File: src/logic/stpd_pkg.sv
// package: constants and types for the transceiver power-down control
`default_nettype none
package stpd_pkg;
    // channel counts
    localparam int N_TX = 3;
    localparam int N_RX = 5;
    // timebase
    localparam longint CLK_HZ = 20_000_000;
    localparam longint US_PER_S = 1_000_000;
    // documented intervals, in their own units
    localparam longint INACT_S = 30;
    localparam longint INVALID_US = 30;
    localparam longint VALID_US = 1;
    localparam longint WAKE_US = 100;
    // derived cycle counts (exact at 20 mhz, so no rounding is lost)
    localparam int unsigned INACT_CYC = int'(INACT_S * CLK_HZ);
    localparam int unsigned INVALID_CYC = int'(INVALID_US * CLK_HZ / US_PER_S);
    localparam int unsigned VALID_CYC = int'(VALID_US * CLK_HZ / US_PER_S);
    localparam int unsigned WAKE_CYC = int'(WAKE_US * CLK_HZ / US_PER_S);
    // counter widths
    localparam int INACT_CW = 30;
    localparam int SHORT_CW = 12;
    // register map (byte addresses)
    localparam logic [31:0] OFS_STATUS = 32'h0000_0000;
    localparam logic [31:0] OFS_CTRL = 32'h0000_0004;
    // ctrl fields
    localparam int CTRL_RX_GATE_BIT = 0;
    localparam logic [31:0] CTRL_RESET = 32'h0000_0001;
    // status field positions
    localparam int ST_PUMP_BIT = 0;
    localparam int ST_TXOE_BIT = 1;
    localparam int ST_RXOE_BIT = 2;
    localparam int ST_READY_BIT = 3;
    localparam int ST_VALID_BIT = 4;
    localparam int ST_EXPIRED_BIT = 5;
    localparam int ST_MANUAL_BIT = 6;
    localparam int ST_AUTO_BIT = 7;
    localparam logic [31:0] ZERO_WORD = 32'h0000_0000;
    // power sequencing states
    typedef enum logic [1:0] {
        PS_DOWN = 2'b00,
        PS_WAKE = 2'b01,
        PS_UP = 2'b10
    } stpd_pwr_t;
    // status word carried to the bus slave
    typedef struct packed {
        logic auto_down;
        logic manual_down;
        logic expired;
        logic line_valid;
        logic ready;
        logic rx_oe;
        logic tx_oe;
        logic pump_en;
    } stpd_stat_t;
endpackage
`default_nettype wire

File: src/logic/stpd_top.sv
// power-down control for a multi-channel serial line transceiver
//
// Operation
// powerdown: pump off, transmitters high impedance
// kill input low always forces powerdown
// hold and kill high: stay up always
// auto mode: down after 30 s quiet
// auto mode: any input edge wakes
// powerdown keeps inactivity timer expired
// kill release alone does not wake
// hold falling edge restarts 30 s timer
// transmitting resumes within 100 us
// monitor variant: gate receivers in manual down
// valid flag low after 30 us invalid
// valid flag high 1 us after valid
// valid flag works always, no power effect
// ready low in down, high on rail
// host ties both high for always-on
// host may drive both from valid flag
// monitor receiver output always active
// receivers stay on in automatic powerdown
// intervals counted on the system clock
`default_nettype none
module stpd_top #(
    parameter int unsigned INACT_CYC = stpd_pkg::INACT_CYC
) (
    // clock, reset, enable
    input wire logic i_sys_clk,
    input wire logic i_rst_n,
    input wire logic i_ce,
    // host force inputs
    input wire logic i_hold_awake_in,
    input wire logic i_power_kill_n_in,
    // line-side logic inputs
    input wire logic [stpd_pkg::N_TX-1:0] i_tx_in,
    input wire logic [stpd_pkg::N_RX-1:0] i_rx_in,
    input wire logic [stpd_pkg::N_RX-1:0] i_rx_level_ok,
    input wire logic i_monitor_rx_in,
    input wire logic i_rail_good,
    // power and output controls
    output logic o_pump_en,
    output logic o_tx_oe,
    output logic o_rx_oe,
    output logic o_monitor_rx_out,
    output logic o_line_valid,
    output logic o_ready,
    // apb slave
    input wire logic i_psel,
    input wire logic i_penable,
    input wire logic i_pwrite,
    input wire logic [31:0] i_paddr,
    input wire logic [31:0] i_pwdata,
    output logic [31:0] o_prdata,
    output logic o_pready,
    output logic o_pslverr
);
    // timer handshakes
    logic any_edge; // registered transition on any tx or rx input
    logic inact_done; // 30 s timer expired
    logic inv_done; // all receivers invalid long enough
    logic val_done; // a receiver valid long enough
    logic wake_done; // wake guard elapsed

    // decoded force modes
    logic manual_down; // kill input low
    logic forced_on; // both inputs high
    logic auto_mode; // hold low, kill high
    logic pwr_req; // power wanted this cycle
    logic hold_fall; // falling edge of hold input
    logic all_invalid;
    logic any_valid;

    // local names for the sequencer type and its codes
    typedef stpd_pkg::stpd_pwr_t stpd_pwr_t;
    localparam stpd_pwr_t PS_DOWN = stpd_pkg::PS_DOWN;
    localparam stpd_pwr_t PS_WAKE = stpd_pkg::PS_WAKE;
    localparam stpd_pwr_t PS_UP = stpd_pkg::PS_UP;

    // power state
    stpd_pwr_t state_r;
    stpd_pwr_t state_nxt;
    logic hold_prev_r;
    logic pump_r, pump_nxt;
    logic tx_oe_r, tx_oe_nxt;
    logic rx_oe_r, rx_oe_nxt;
    logic ready_r, ready_nxt;
    logic mon_r;
    logic valid_r, valid_nxt;

    // bus state
    logic [31:0] ctrl_r, ctrl_nxt;
    logic [31:0] prdata_r, prdata_nxt;
    logic pready_r, pready_nxt;
    logic pslverr_r, pslverr_nxt;
    stpd_pwr_t unused_state;
    stpd_pkg::stpd_stat_t stat;

    // input transition detector over every tx and rx input
    stpd_edge_det #(
        .W(stpd_pkg::N_TX + stpd_pkg::N_RX)
    ) u_edge (
        .i_sys_clk(i_sys_clk),
        .i_rst_n(i_rst_n),
        .i_ce(i_ce),
        .i_data({i_tx_in, i_rx_in}),
        .o_any_edge(any_edge)
    );

    // mode decode; kill dominates hold
    always_comb begin
        manual_down = !i_power_kill_n_in;
        forced_on = i_power_kill_n_in && i_hold_awake_in;
        auto_mode = i_power_kill_n_in && !i_hold_awake_in;
        hold_fall = hold_prev_r && !i_hold_awake_in;
        all_invalid = ~|i_rx_level_ok;
        any_valid = |i_rx_level_ok;
        // a released kill with hold low only wakes once the timer is cleared
        pwr_req = forced_on || (auto_mode && !inact_done);
    end

    // inactivity timer: edges and hold falling restart it, only the kill input pins it
    stpd_timer #(
        .CW(stpd_pkg::INACT_CW),
        .LIMIT(stpd_pkg::INACT_CW'(INACT_CYC))
    ) u_inact (
        .i_sys_clk(i_sys_clk),
        .i_rst_n(i_rst_n),
        .i_ce(i_ce),
        .i_clear(any_edge || hold_fall),
        // an automatic powerdown already leaves the count saturated, so only the
        // kill input pins it; an edge must still be able to clear it in auto down
        .i_set(manual_down),
        .i_run(auto_mode),
        .o_done(inact_done)
    );

    // invalid-level persistence timer
    stpd_timer #(
        .CW(stpd_pkg::SHORT_CW),
        .LIMIT(stpd_pkg::SHORT_CW'(stpd_pkg::INVALID_CYC))
    ) u_invalid (
        .i_sys_clk(i_sys_clk),
        .i_rst_n(i_rst_n),
        .i_ce(i_ce),
        .i_clear(!all_invalid),
        .i_set(1'b0),
        .i_run(all_invalid),
        .o_done(inv_done)
    );

    // valid-level qualification timer
    stpd_timer #(
        .CW(stpd_pkg::SHORT_CW),
        .LIMIT(stpd_pkg::SHORT_CW'(stpd_pkg::VALID_CYC))
    ) u_valid (
        .i_sys_clk(i_sys_clk),
        .i_rst_n(i_rst_n),
        .i_ce(i_ce),
        .i_clear(!any_valid),
        .i_set(1'b0),
        .i_run(any_valid),
        .o_done(val_done)
    );

    // wake guard: bounds the wait for the rail so transmit resumes in time
    stpd_timer #(
        .CW(stpd_pkg::SHORT_CW),
        .LIMIT(stpd_pkg::SHORT_CW'(stpd_pkg::WAKE_CYC))
    ) u_wake (
        .i_sys_clk(i_sys_clk),
        .i_rst_n(i_rst_n),
        .i_ce(i_ce),
        .i_clear(state_r != PS_WAKE),
        .i_set(1'b0),
        .i_run(state_r == PS_WAKE),
        .o_done(wake_done)
    );

    // power sequencer next state and output values
    always_comb begin
        state_nxt = state_r;
        unique case (state_r)
            PS_DOWN: begin
                if (pwr_req) begin
                    state_nxt = PS_WAKE;
                end
            end
            PS_WAKE: begin
                if (!pwr_req) begin
                    state_nxt = PS_DOWN;
                end else if (i_rail_good || wake_done) begin
                    state_nxt = PS_UP;
                end
            end
            PS_UP: begin
                if (!pwr_req) begin
                    state_nxt = PS_DOWN;
                end
            end
            default: begin
                state_nxt = PS_DOWN; // the unused code falls back safe
            end
        endcase
        pump_nxt = (state_nxt != PS_DOWN);
        tx_oe_nxt = (state_nxt == PS_UP);
        // only a forced powerdown gates the standard receivers
        rx_oe_nxt = !(manual_down && ctrl_r[stpd_pkg::CTRL_RX_GATE_BIT]);
        ready_nxt = (state_nxt != PS_DOWN) && i_rail_good;
    end

    // line-valid flag; independent of the power state
    always_comb begin
        valid_nxt = valid_r;
        if (inv_done) begin
            valid_nxt = 1'b0;
        end else if (val_done) begin
            valid_nxt = 1'b1;
        end
    end

    // power registers
    always_ff @(posedge i_sys_clk or negedge i_rst_n) begin
        if (!i_rst_n) begin
            state_r <= PS_DOWN;
            hold_prev_r <= 1'b0;
            pump_r <= 1'b0;
            tx_oe_r <= 1'b0;
            rx_oe_r <= 1'b1;
            ready_r <= 1'b0;
            mon_r <= 1'b0;
            valid_r <= 1'b0;
        end else if (i_ce) begin
            state_r <= state_nxt;
            hold_prev_r <= i_hold_awake_in;
            pump_r <= pump_nxt;
            tx_oe_r <= tx_oe_nxt;
            rx_oe_r <= rx_oe_nxt;
            ready_r <= ready_nxt;
            mon_r <= i_monitor_rx_in;
            valid_r <= valid_nxt;
        end
    end

    // status snapshot for software
    always_comb begin
        stat.auto_down = auto_mode && inact_done;
        stat.manual_down = manual_down;
        stat.expired = inact_done;
        stat.line_valid = valid_r;
        stat.ready = ready_r;
        stat.rx_oe = rx_oe_r;
        stat.tx_oe = tx_oe_r;
        stat.pump_en = pump_r;
        unused_state = state_r;
    end

    // apb slave: answers in the second access cycle, unmapped gives an error
    always_comb begin
        ctrl_nxt = ctrl_r;
        prdata_nxt = stpd_pkg::ZERO_WORD;
        pslverr_nxt = 1'b0;
        pready_nxt = i_psel && i_penable && !pready_r;
        if (i_psel && i_penable && !pready_r) begin
            if (i_paddr == stpd_pkg::OFS_STATUS) begin
                prdata_nxt = {24'h00_0000, stat};
            end else if (i_paddr == stpd_pkg::OFS_CTRL) begin
                prdata_nxt = {31'h0000_0000, ctrl_r[stpd_pkg::CTRL_RX_GATE_BIT]};
                if (i_pwrite) begin
                    ctrl_nxt = {31'h0000_0000, i_pwdata[stpd_pkg::CTRL_RX_GATE_BIT]};
                end
            end else begin
                pslverr_nxt = 1'b1;
            end
        end
    end

    // bus registers
    always_ff @(posedge i_sys_clk or negedge i_rst_n) begin
        if (!i_rst_n) begin
            ctrl_r <= stpd_pkg::CTRL_RESET;
            prdata_r <= stpd_pkg::ZERO_WORD;
            pready_r <= 1'b0;
            pslverr_r <= 1'b0;
        end else if (i_ce) begin
            ctrl_r <= ctrl_nxt;
            prdata_r <= prdata_nxt;
            pready_r <= pready_nxt;
            pslverr_r <= pslverr_nxt;
        end
    end

    // outputs straight from flops
    assign o_pump_en = pump_r;
    assign o_tx_oe = tx_oe_r;
    assign o_rx_oe = rx_oe_r;
    assign o_monitor_rx_out = mon_r;
    assign o_line_valid = valid_r;
    assign o_ready = ready_r;
    assign o_prdata = prdata_r;
    assign o_pready = pready_r;
    assign o_pslverr = pslverr_r;
endmodule
`default_nettype wire

File: src/logic/stpd_edge_det.sv
// per-bit transition detector with a registered any-edge flag
`default_nettype none
module stpd_edge_det #(
    parameter int W = 8
) (
    // clock and reset
    input wire logic i_sys_clk,
    input wire logic i_rst_n,
    input wire logic i_ce,
    // sampled lines
    input wire logic [W-1:0] i_data,
    // any transition seen last cycle
    output logic o_any_edge
);
    logic [W-1:0] prev_r; // last sampled level per line
    logic [W-1:0] edge_bit; // per-line transition
    logic any_r;
    logic any_nxt;

    // one comparator per line
    genvar g;
    generate
        for (g = 0; g < W; g++) begin : g_bit
            assign edge_bit[g] = i_data[g] ^ prev_r[g];
        end
    endgenerate

    // reduce to a single event
    always_comb begin
        any_nxt = |edge_bit;
    end

    // registers only; inputs are synchronous to the clock
    always_ff @(posedge i_sys_clk or negedge i_rst_n) begin
        if (!i_rst_n) begin
            prev_r <= '0;
            any_r <= 1'b0;
        end else if (i_ce) begin
            prev_r <= i_data;
            any_r <= any_nxt;
        end
    end

    assign o_any_edge = any_r;
endmodule
`default_nettype wire

File: src/logic/stpd_timer.sv
// saturating interval timer with clear and force-expire inputs
`default_nettype none
module stpd_timer #(
    parameter int CW = 12,
    parameter logic [CW-1:0] LIMIT = '1
) (
    // clock and reset
    input wire logic i_sys_clk,
    input wire logic i_rst_n,
    input wire logic i_ce,
    // control
    input wire logic i_clear,
    input wire logic i_set,
    input wire logic i_run,
    // status
    output logic o_done
);
    logic [CW-1:0] cnt_r;
    logic [CW-1:0] cnt_nxt;

    // set beats clear so a forced expiry cannot be undone the same cycle
    always_comb begin
        cnt_nxt = cnt_r;
        if (i_set) begin
            cnt_nxt = LIMIT;
        end else if (i_clear) begin
            cnt_nxt = '0;
        end else if (i_run && (cnt_r != LIMIT)) begin
            cnt_nxt = cnt_r + 1'b1;
        end
    end

    // counter register
    always_ff @(posedge i_sys_clk or negedge i_rst_n) begin
        if (!i_rst_n) begin
            cnt_r <= '0;
        end else if (i_ce) begin
            cnt_r <= cnt_nxt;
        end
    end

    assign o_done = (cnt_r == LIMIT);
endmodule
`default_nettype wire

File: config.mk
export PLATFORM = sky130hd
export DESIGN_NAME = stpd_top
export DESIGN_NICKNAME = d
export VERILOG_FILES = /design/src/logic/stpd_pkg.sv /design/src/logic/stpd_top.sv /design/src/logic/stpd_edge_det.sv /design/src/logic/stpd_timer.sv
export SDC_FILE = /design/constraint.sdc
export NUM_CORES = 1
export LEC_CHECK = 0
export BUFFER_PORTS_ARGS = -buffer_cell sky130_fd_sc_hd__buf_2
export CAP_MARGIN = 0
export CELL_PAD_IN_SITES_DETAIL_PLACEMENT = 1
export CELL_PAD_IN_SITES_GLOBAL_PLACEMENT = 1
export CORE_MARGIN = 8
export CORE_UTILIZATION = 41
export DETAILED_ROUTE_END_ITERATION = 16
export MAX_ROUTING_LAYER = met4
export PLACE_DENSITY_LB_ADDON = 0.1
export SKIP_CTS_REPAIR_TIMING = 1
export SYNTH_ARGS = -nofsm -noshare
export SYNTH_HDL_FRONTEND = slang
export SYNTH_SLANG_ARGS = --single-unit
export TNS_END_PERCENT = 50
File: constraint.sdc
create_clock -name i_sys_clk -period 4.05 [get_ports i_sys_clk]
set_input_delay 0.2025 -clock i_sys_clk [delete_from_list [all_inputs] [get_ports i_sys_clk]]
set_output_delay 0.2025 -clock i_sys_clk [all_outputs]
set_load 0.02 [all_outputs]
==> results of run 1 <==
## final cells by class
cell class / instances / area share [%]
tap: 176 / 3.607
timing repair buffer: 78 / 6.723
sequential: 95 / 38.98
clock inverter: 4 / 1.189
inverter: 33 / 2.029
multi-input combinational: 432 / 43.72
clock buffer: 10 / 3.751
## state kept, by name, summed over array words and instances (netlist names), 2 cells and up
register and count:
u_inact.cnt_r 30, u_edge.prev_r 8, o_prdata 8, u_invalid.cnt_r 12, state_r 2, u_wake.cnt_r 12, u_valid.cnt_r 12
## per-stage QoR
step	instances	area, µm²	power, mW	util (%)
floorplan	602	5461	1.315	-
global placement	814	5803	1.415	44.53
detailed placement	814	5803	1.429	44.53
CTS	828	6105	2.336	46.84
global route	828	6105	2.418	46.84
finish	828	6105	2.307	46.84
## cell usage after synthesis (all sizes together), types with 2 or more instances
master,number
a21o,2
a21oi,20
a22o,5
a31oi,2
a32o,3
and2,4
and3,7
and4,3
buf,32
clkbuf,10
dfrtp,93
dfstp,2
ha,8
inv,32
mux2,11
nand2,63
nand2b,4
nand3,29
nand4,20
nor2,30
nor2b,3
nor3,12
nor4,16
nor4b,3
nor4bb,2
o2111ai,7
o211ai,19
o21ai,34
o22ai,3
o2bb2ai,8
o311ai,4
o31a,2
o31ai,11
or3,16
or4,25
xnor2,14
xor2,8
## worst reg2reg max path: cells and delay by family (launching register included)
family	cells	cell delay (ns)
AOI/OAI and AO/OA	2	0.73
adders and majority gates	1	0.17
buffers and inverters	2	0.42
DFF	1	0.42
and+or+nand+nor	3	0.89
## routing by layer
layer | global-route usage (%) | part of all wire, %
met1 | 23.05 | 44
met2 | 32.01 | 52
met3 | 2.273 | 2.1
met4 | 7.157 | 1.7
met5 | - | 0
## kinds of logic (layout without fill, tap and decap cells)
logic type,count (synthesis),after routing,synth area share [%]
compound gates,123,123,15.39
xor+xnor,22,22,3.585
fa+ha+maj,8,8,1.862
buf+inv,75,125,7.681
flops,95,95,44.27
mux,12,12,2.491
other cells,1,24,0.06977
simple gates,243,243,24.65
## worst paths after layout
| path | to | slack, ns | cells past startpoint |
|---|---|---|---|
| worst max-delay path | u_inact.cnt_r[15] | 1.32 | 8 |
| min in group i_sys_clk | o_monitor_rx_out | 0.09 | 2 |
| worst min-delay path | u_inact.cnt_r[6] | -0.06 | 2 |
| max in group asynchronous | u_wake.cnt_r[6] | 3.64 | 2 |
| worst max register to register | u_inact.cnt_r[15] | 1.32 | 8 |
| worst min register to register | o_prdata[5] | 0.48 | 1 |
## power breakdown
group	internal, mW	total (mW)	switching (mW)
combinational	0.123	0.322	0.199
clock	0.534	0.899	0.366
sequential	1.01	1.09	0.0725
==> results_dict.tcl, run 1 <==
set metrics [dict create \
    outcome "complete, but fails checks" \
    violations "negative hold slack" \
    grt_pass1_vias 4925 \
    core-area_um2 13030 \
    cp.arrival_ns 2.95 \
    synth_top_cell_by_area "dfrtp_1" \
    grt_start_max_net_pins 53 \
    die_y_um 130.5 \
    hold_viol 93 \
    critPathCaptureType "register" \
    cp_max_fo 17 \
    hp-class "in -> async" \
    dpl.hpwl_mm 10.98 \
    synth_top_area_share_pct 43.30 \
    p_per_area_nw_per_um2 378.0 \
    clock_path_buffers 2 \
    synth.avg_cell_area_um2 9.284 \
    row_count 42 \
    synthToLayoutAreaGrowth_pct 13.57 \
    ys_warn_count 0 \
    netlist_top_cells_area "dfrtp_1 43%, nand2_1 4.4%, buf_4 3.6%" \
    synth.distinct_cells 58 \
    dr_total_vias 4675 \
    timing.rr.start "u_inact.cnt_r[0]" \
    clk_pin_slew_ns 0.07 \
    die_w_um 130.5 \
    ys_ff_latch 95 \
    mostFrequentLayoutCells "93 x dfrtp_1, 70 x buf_2, 63 x nand2_1" \
    slowest_stage "o21ai_1" \
    dr.pass1.iters 4 \
    clkSinkCount 95 \
    fin_ws_ns 1.318 \
    wire_per_inst_um 17.97 \
    place_ws_ns 1.338 \
    worstSkewPairLatency_ns 0.35 \
    maxSlewHeadroom_pct 43.12 \
    synth_edf_count 0 \
    yosysSeqAreaShare_pct 44.27 \
    timing.critical_path.buf_inv 2 \
    drc 0 \
    grt_pass1_wl_mm 24.91 \
    worstPathRequired_ns 4.27 \
    cts_root_buffer "clkbuf_16" \
    multi_input_area_um2 2669 \
    syn-cell-area_um2 5375 \
    drive_gt1_share_pct 17.33 \
    synthFlopType "dfrtp_1" \
    start_kind "register" \
    tritoncts "yes" \
    fin_setup_tns_ns 0 \
    max-cap-violations 0 \
    maxSlewViolCount 0 \
    nFillCells 1586 \
    n_antenna_cell 0 \
    finClkSkew_ns 0.004662 \
    worst_pin_slew_ns 0.8475 \
    nets 744 \
    cp_cell_sequence "inv_1 -> ha_1 -> nor4b_1 -> nand4_1 -> o21ai_1 -> buf_4 -> or4_2 -> a21oi_1" \
    antenna_found_initial 0 \
    final-setup-viol-count 0 \
    crit_start "u_inact.cnt_r[0]" \
    seqCellArea_um2 2380 \
    synthCells 579 \
    port_buffers 71 \
    drt_iter0_drc 220 \
    critPathKind "reg -> reg" \
    gp_congestion 0.8422 \
    track_usage_pct 19.03 \
    cp_top_family "simple AND/OR/NAND/NOR gates" \
    overflow 0 \
    cts_htree_levels 3 \
    ioPinCount 127 \
    start_util_pct 41.24 \
    cts_buffers 9 \
    die_area_um2 17030 \
    async_flop_share_pct 100.0 \
    fin_crit_sh_pct 67.46 \
    p_leak_nw 2.600 \
    routed_wl_mm 14.88 \
    ir_drop_uv 205.6 \
    layout_commonest_cell "dfrtp_1" \
    rsz0062_at_grt "false" \
    finalCriticalPeriod_ns 2.732 \
    whs_ns -0.05789 \
    cpPeakStageDelay_ns 0.65 \
    via_per_inst 5.646 \
    max_freq_mhz 366.0 \
    drtAntennaViolNets 0 \
]
No activity file was read; power rests on OpenSTA's default activity.
==> inputs of run 2 (changes only) <==
--- a/config.mk
+++ b/config.mk
@@ -10,7 +10,7 @@
 export CELL_PAD_IN_SITES_DETAIL_PLACEMENT = 1
 export CELL_PAD_IN_SITES_GLOBAL_PLACEMENT = 1
 export CORE_MARGIN = 8
-export CORE_UTILIZATION = 41
+export CORE_UTILIZATION = 37
 export DETAILED_ROUTE_END_ITERATION = 16
 export MAX_ROUTING_LAYER = met4
 export PLACE_DENSITY_LB_ADDON = 0.1
==> constraint.sdc (replaced) <==
create_clock -name i_sys_clk -period 2.2 [get_ports i_sys_clk]
set_input_delay 0.11 -clock i_sys_clk [delete_from_list [all_inputs] [get_ports i_sys_clk]]
set_output_delay 0.11 -clock i_sys_clk [all_outputs]
set_load 0.02 [all_outputs]
==> run 2 against run 1 <==
Against the previous run: sequential share of layout area shrank 1.8 points; largest power group unchanged; die area up 9.5%; critical endpoint is now u_inact.cnt_r[25]; clock power increased by 71%; total power rose by 82%; via count grew 4.2%; combinational power increased by 100%; worst hold slack improved by 0.060 ns; clock skew about the same; largest cell class unchanged; the flow now finishes without violations.
==> results_dict.tcl, run 2 (synthesis gave the netlist of run 1 again) <==
set metrics [dict create \
    outcome "finished clean" \
    hold_viol 0 \
    dpl.hpwl_mm 12.11 \
    worstSkewPairLatency_ns 0.35 \
    max-cap-violations 0 \
    die_area_um2 18640 \
    final-setup-viol-count 0 \
    via_per_inst 5.605 \
    row_count 44 \
    layout_commonest_cell "dfrtp_1" \
    cpPeakStageDelay_ns 0.53 \
    p_per_area_nw_per_um2 655.9 \
    grt_pass1_vias 5242 \
    ioPinCount 127 \
    worstPathRequired_ns 2.46 \
    die_w_um 136.5 \
    cts_htree_levels 3 \
    timing.rr.start "u_inact.cnt_r[6]" \
    ir_drop_uv 412.5 \
    clock_path_buffers 2 \
    path_common_cell "or3_1" \
    fin_crit_sh_pct 96.34 \
    wire_per_inst_um 18.57 \
    finalCriticalPeriod_ns 2.120 \
    reg2reg_depth 5 \
    worstHoldEndpoint "ctrl_r[0]" \
    drc 0 \
    dr_total_vias 4871 \
    worst_pin_slew_ns 0.7445 \
    p_seq_share_pct 47.8 \
    synthToLayoutAreaGrowth_pct 18.92 \
    holdPathStages 2 \
    clk_pin_slew_ns 0.07 \
    tritoncts "yes" \
    fin_setup_tns_ns 0 \
    rsz0062_at_grt "true" \
    cp.arrival_ns 2.38 \
    min_from "i_pwdata[0]" \
    clock_power_share_pct 36.7 \
    p_comb_share_pct 15.5 \
    maxSlewViolCount 0 \
    maxSlewHeadroom_pct 50.37 \
    core-area_um2 14370 \
    timing.critical_path.buf_inv 0 \
    cp_top_family "simple AND/OR/NAND/NOR gates" \
    clkSinkCount 95 \
    nets 777 \
    cts_buffers 9 \
    placed_area_um2 6063 \
    start_util_pct 37.41 \
    gp_congestion 0.8442 \
    largest_reg_flops 30 \
    finClkSkew_ns 0.004828 \
    hp-class "in -> reg" \
    critPathCaptureType "register" \
    drtAntennaViolNets 0 \
    cp_cell_sequence "nand3_1 -> or3_1 -> or4_4 -> or3_1 -> o2111ai_1" \
    start_kind "register" \
    grt_start_max_net_pins 44 \
    p_leak_nw 2.769 \
    port_buffers 71 \
    dr.pass1.iters 4 \
    die_y_um 136.5 \
    slowest_stage "or4_4" \
    n_antenna_cell 0 \
    mostFrequentLayoutCells "93 x dfrtp_1, 70 x buf_2, 63 x nand2_1" \
    timing.rr.end "u_inact.cnt_r[25]" \
    p_switching_mw 1.199 \
    top_register "u_inact.cnt_r" \
    max_freq_mhz 471.8 \
    r2r_slack_ns 0.08 \
    overflow 0 \
    drt_iter0_drc 166 \
    internal_power_mw 2.994 \
    utilization_pct 44.49 \
    critPathKind "reg -> reg" \
    antenna_found_initial 0 \
    cts_root_buffer "clkbuf_16" \
    switching_share_pct 28.60 \
    track_usage_pct 18.72 \
    grt_pass1_wl_mm 27.02 \
    routed_wl_mm 16.14 \
    drive_gt1_share_pct 21.75 \
    cp_max_fo 4 \
    stdcell_area_um2 6392 \
]
## run 2: cell types whose count changed in the layout (fill, tap and decap cells not counted), sizes merged
cell,previous run,this run
buf,78,109
bufinv,2,1
clkinv,2,4
clkinvlp,1,0
dlygate4sd3,0,2
## run 2: per-stage QoR
step                      total power, mW  cells  hold slack, ns  setup WS [ns]
final                               4.193    869        0.001917        0.08043
after global routing                4.402    869        0.003013       -0.01433
after CTS                           4.247    866         -0.2966       -0.03875
after detailed placement            2.685    852         0.07897       -0.01581
after global placement              2.650    852         0.07334        0.09860
after floorplan                     2.421    602         -0.1856         0.1491
## run 2: final cells by class
class	instances	area (µm²)
fillers	1687	7976
multi-input cells	432	2693
flip-flops and latches	95	2380
repair buffers	111	688.2
well taps	184	230.2
clock buffers	10	229.0
inverters	33	123.9
clock inverters	4	48.80
## run 2: power by group through the flow
stage                     Sequential [mW]  Combinational [mW]  Clock (mW)
after global placement               2.03               0.623           0
after detailed placement             2.03               0.652           0
final                                2.00               0.651        1.54
after global routing                 2.02               0.734        1.64
after floorplan                      2.02               0.402           0
after CTS                            2.00               0.655        1.59
## run 2: how the worst max path moves through the flow
| stage | cells after the start | endpoint | slack, ns | start |
|---|---|---|---|---|
| floorplan | 6 | u_inact.cnt_r[25] | 0.15 | u_inact.cnt_r[5] |
| global placement | 7 | u_wake.cnt_r[2] | 0.1 | u_wake.cnt_r[0] |
| detailed placement | 7 | u_wake.cnt_r[0] | -0.02 | u_wake.cnt_r[1] |
| CTS | 7 | u_wake.cnt_r[0] | -0.04 | u_wake.cnt_r[1] |
| global route | 8 | u_inact.cnt_r[6] | -0.01 | u_inact.cnt_r[0] |
| finish | 5 | u_inact.cnt_r[25] | 0.08 | u_inact.cnt_r[6] |
## run 2: routing by layer
metal / vias to the layer above / share of wire (%) / GRT usage (%) / routed length, µm
li1: 2303 / - / - / -
met1: 2482 / 45 / 22.52 / 7202
met2: 67 / 52 / 31.71 / 8343
met3: 19 / 2.1 / 2.460 / 344
met4: 0 / 1.5 / 6.345 / 247
met5: - / 0 / - / 0
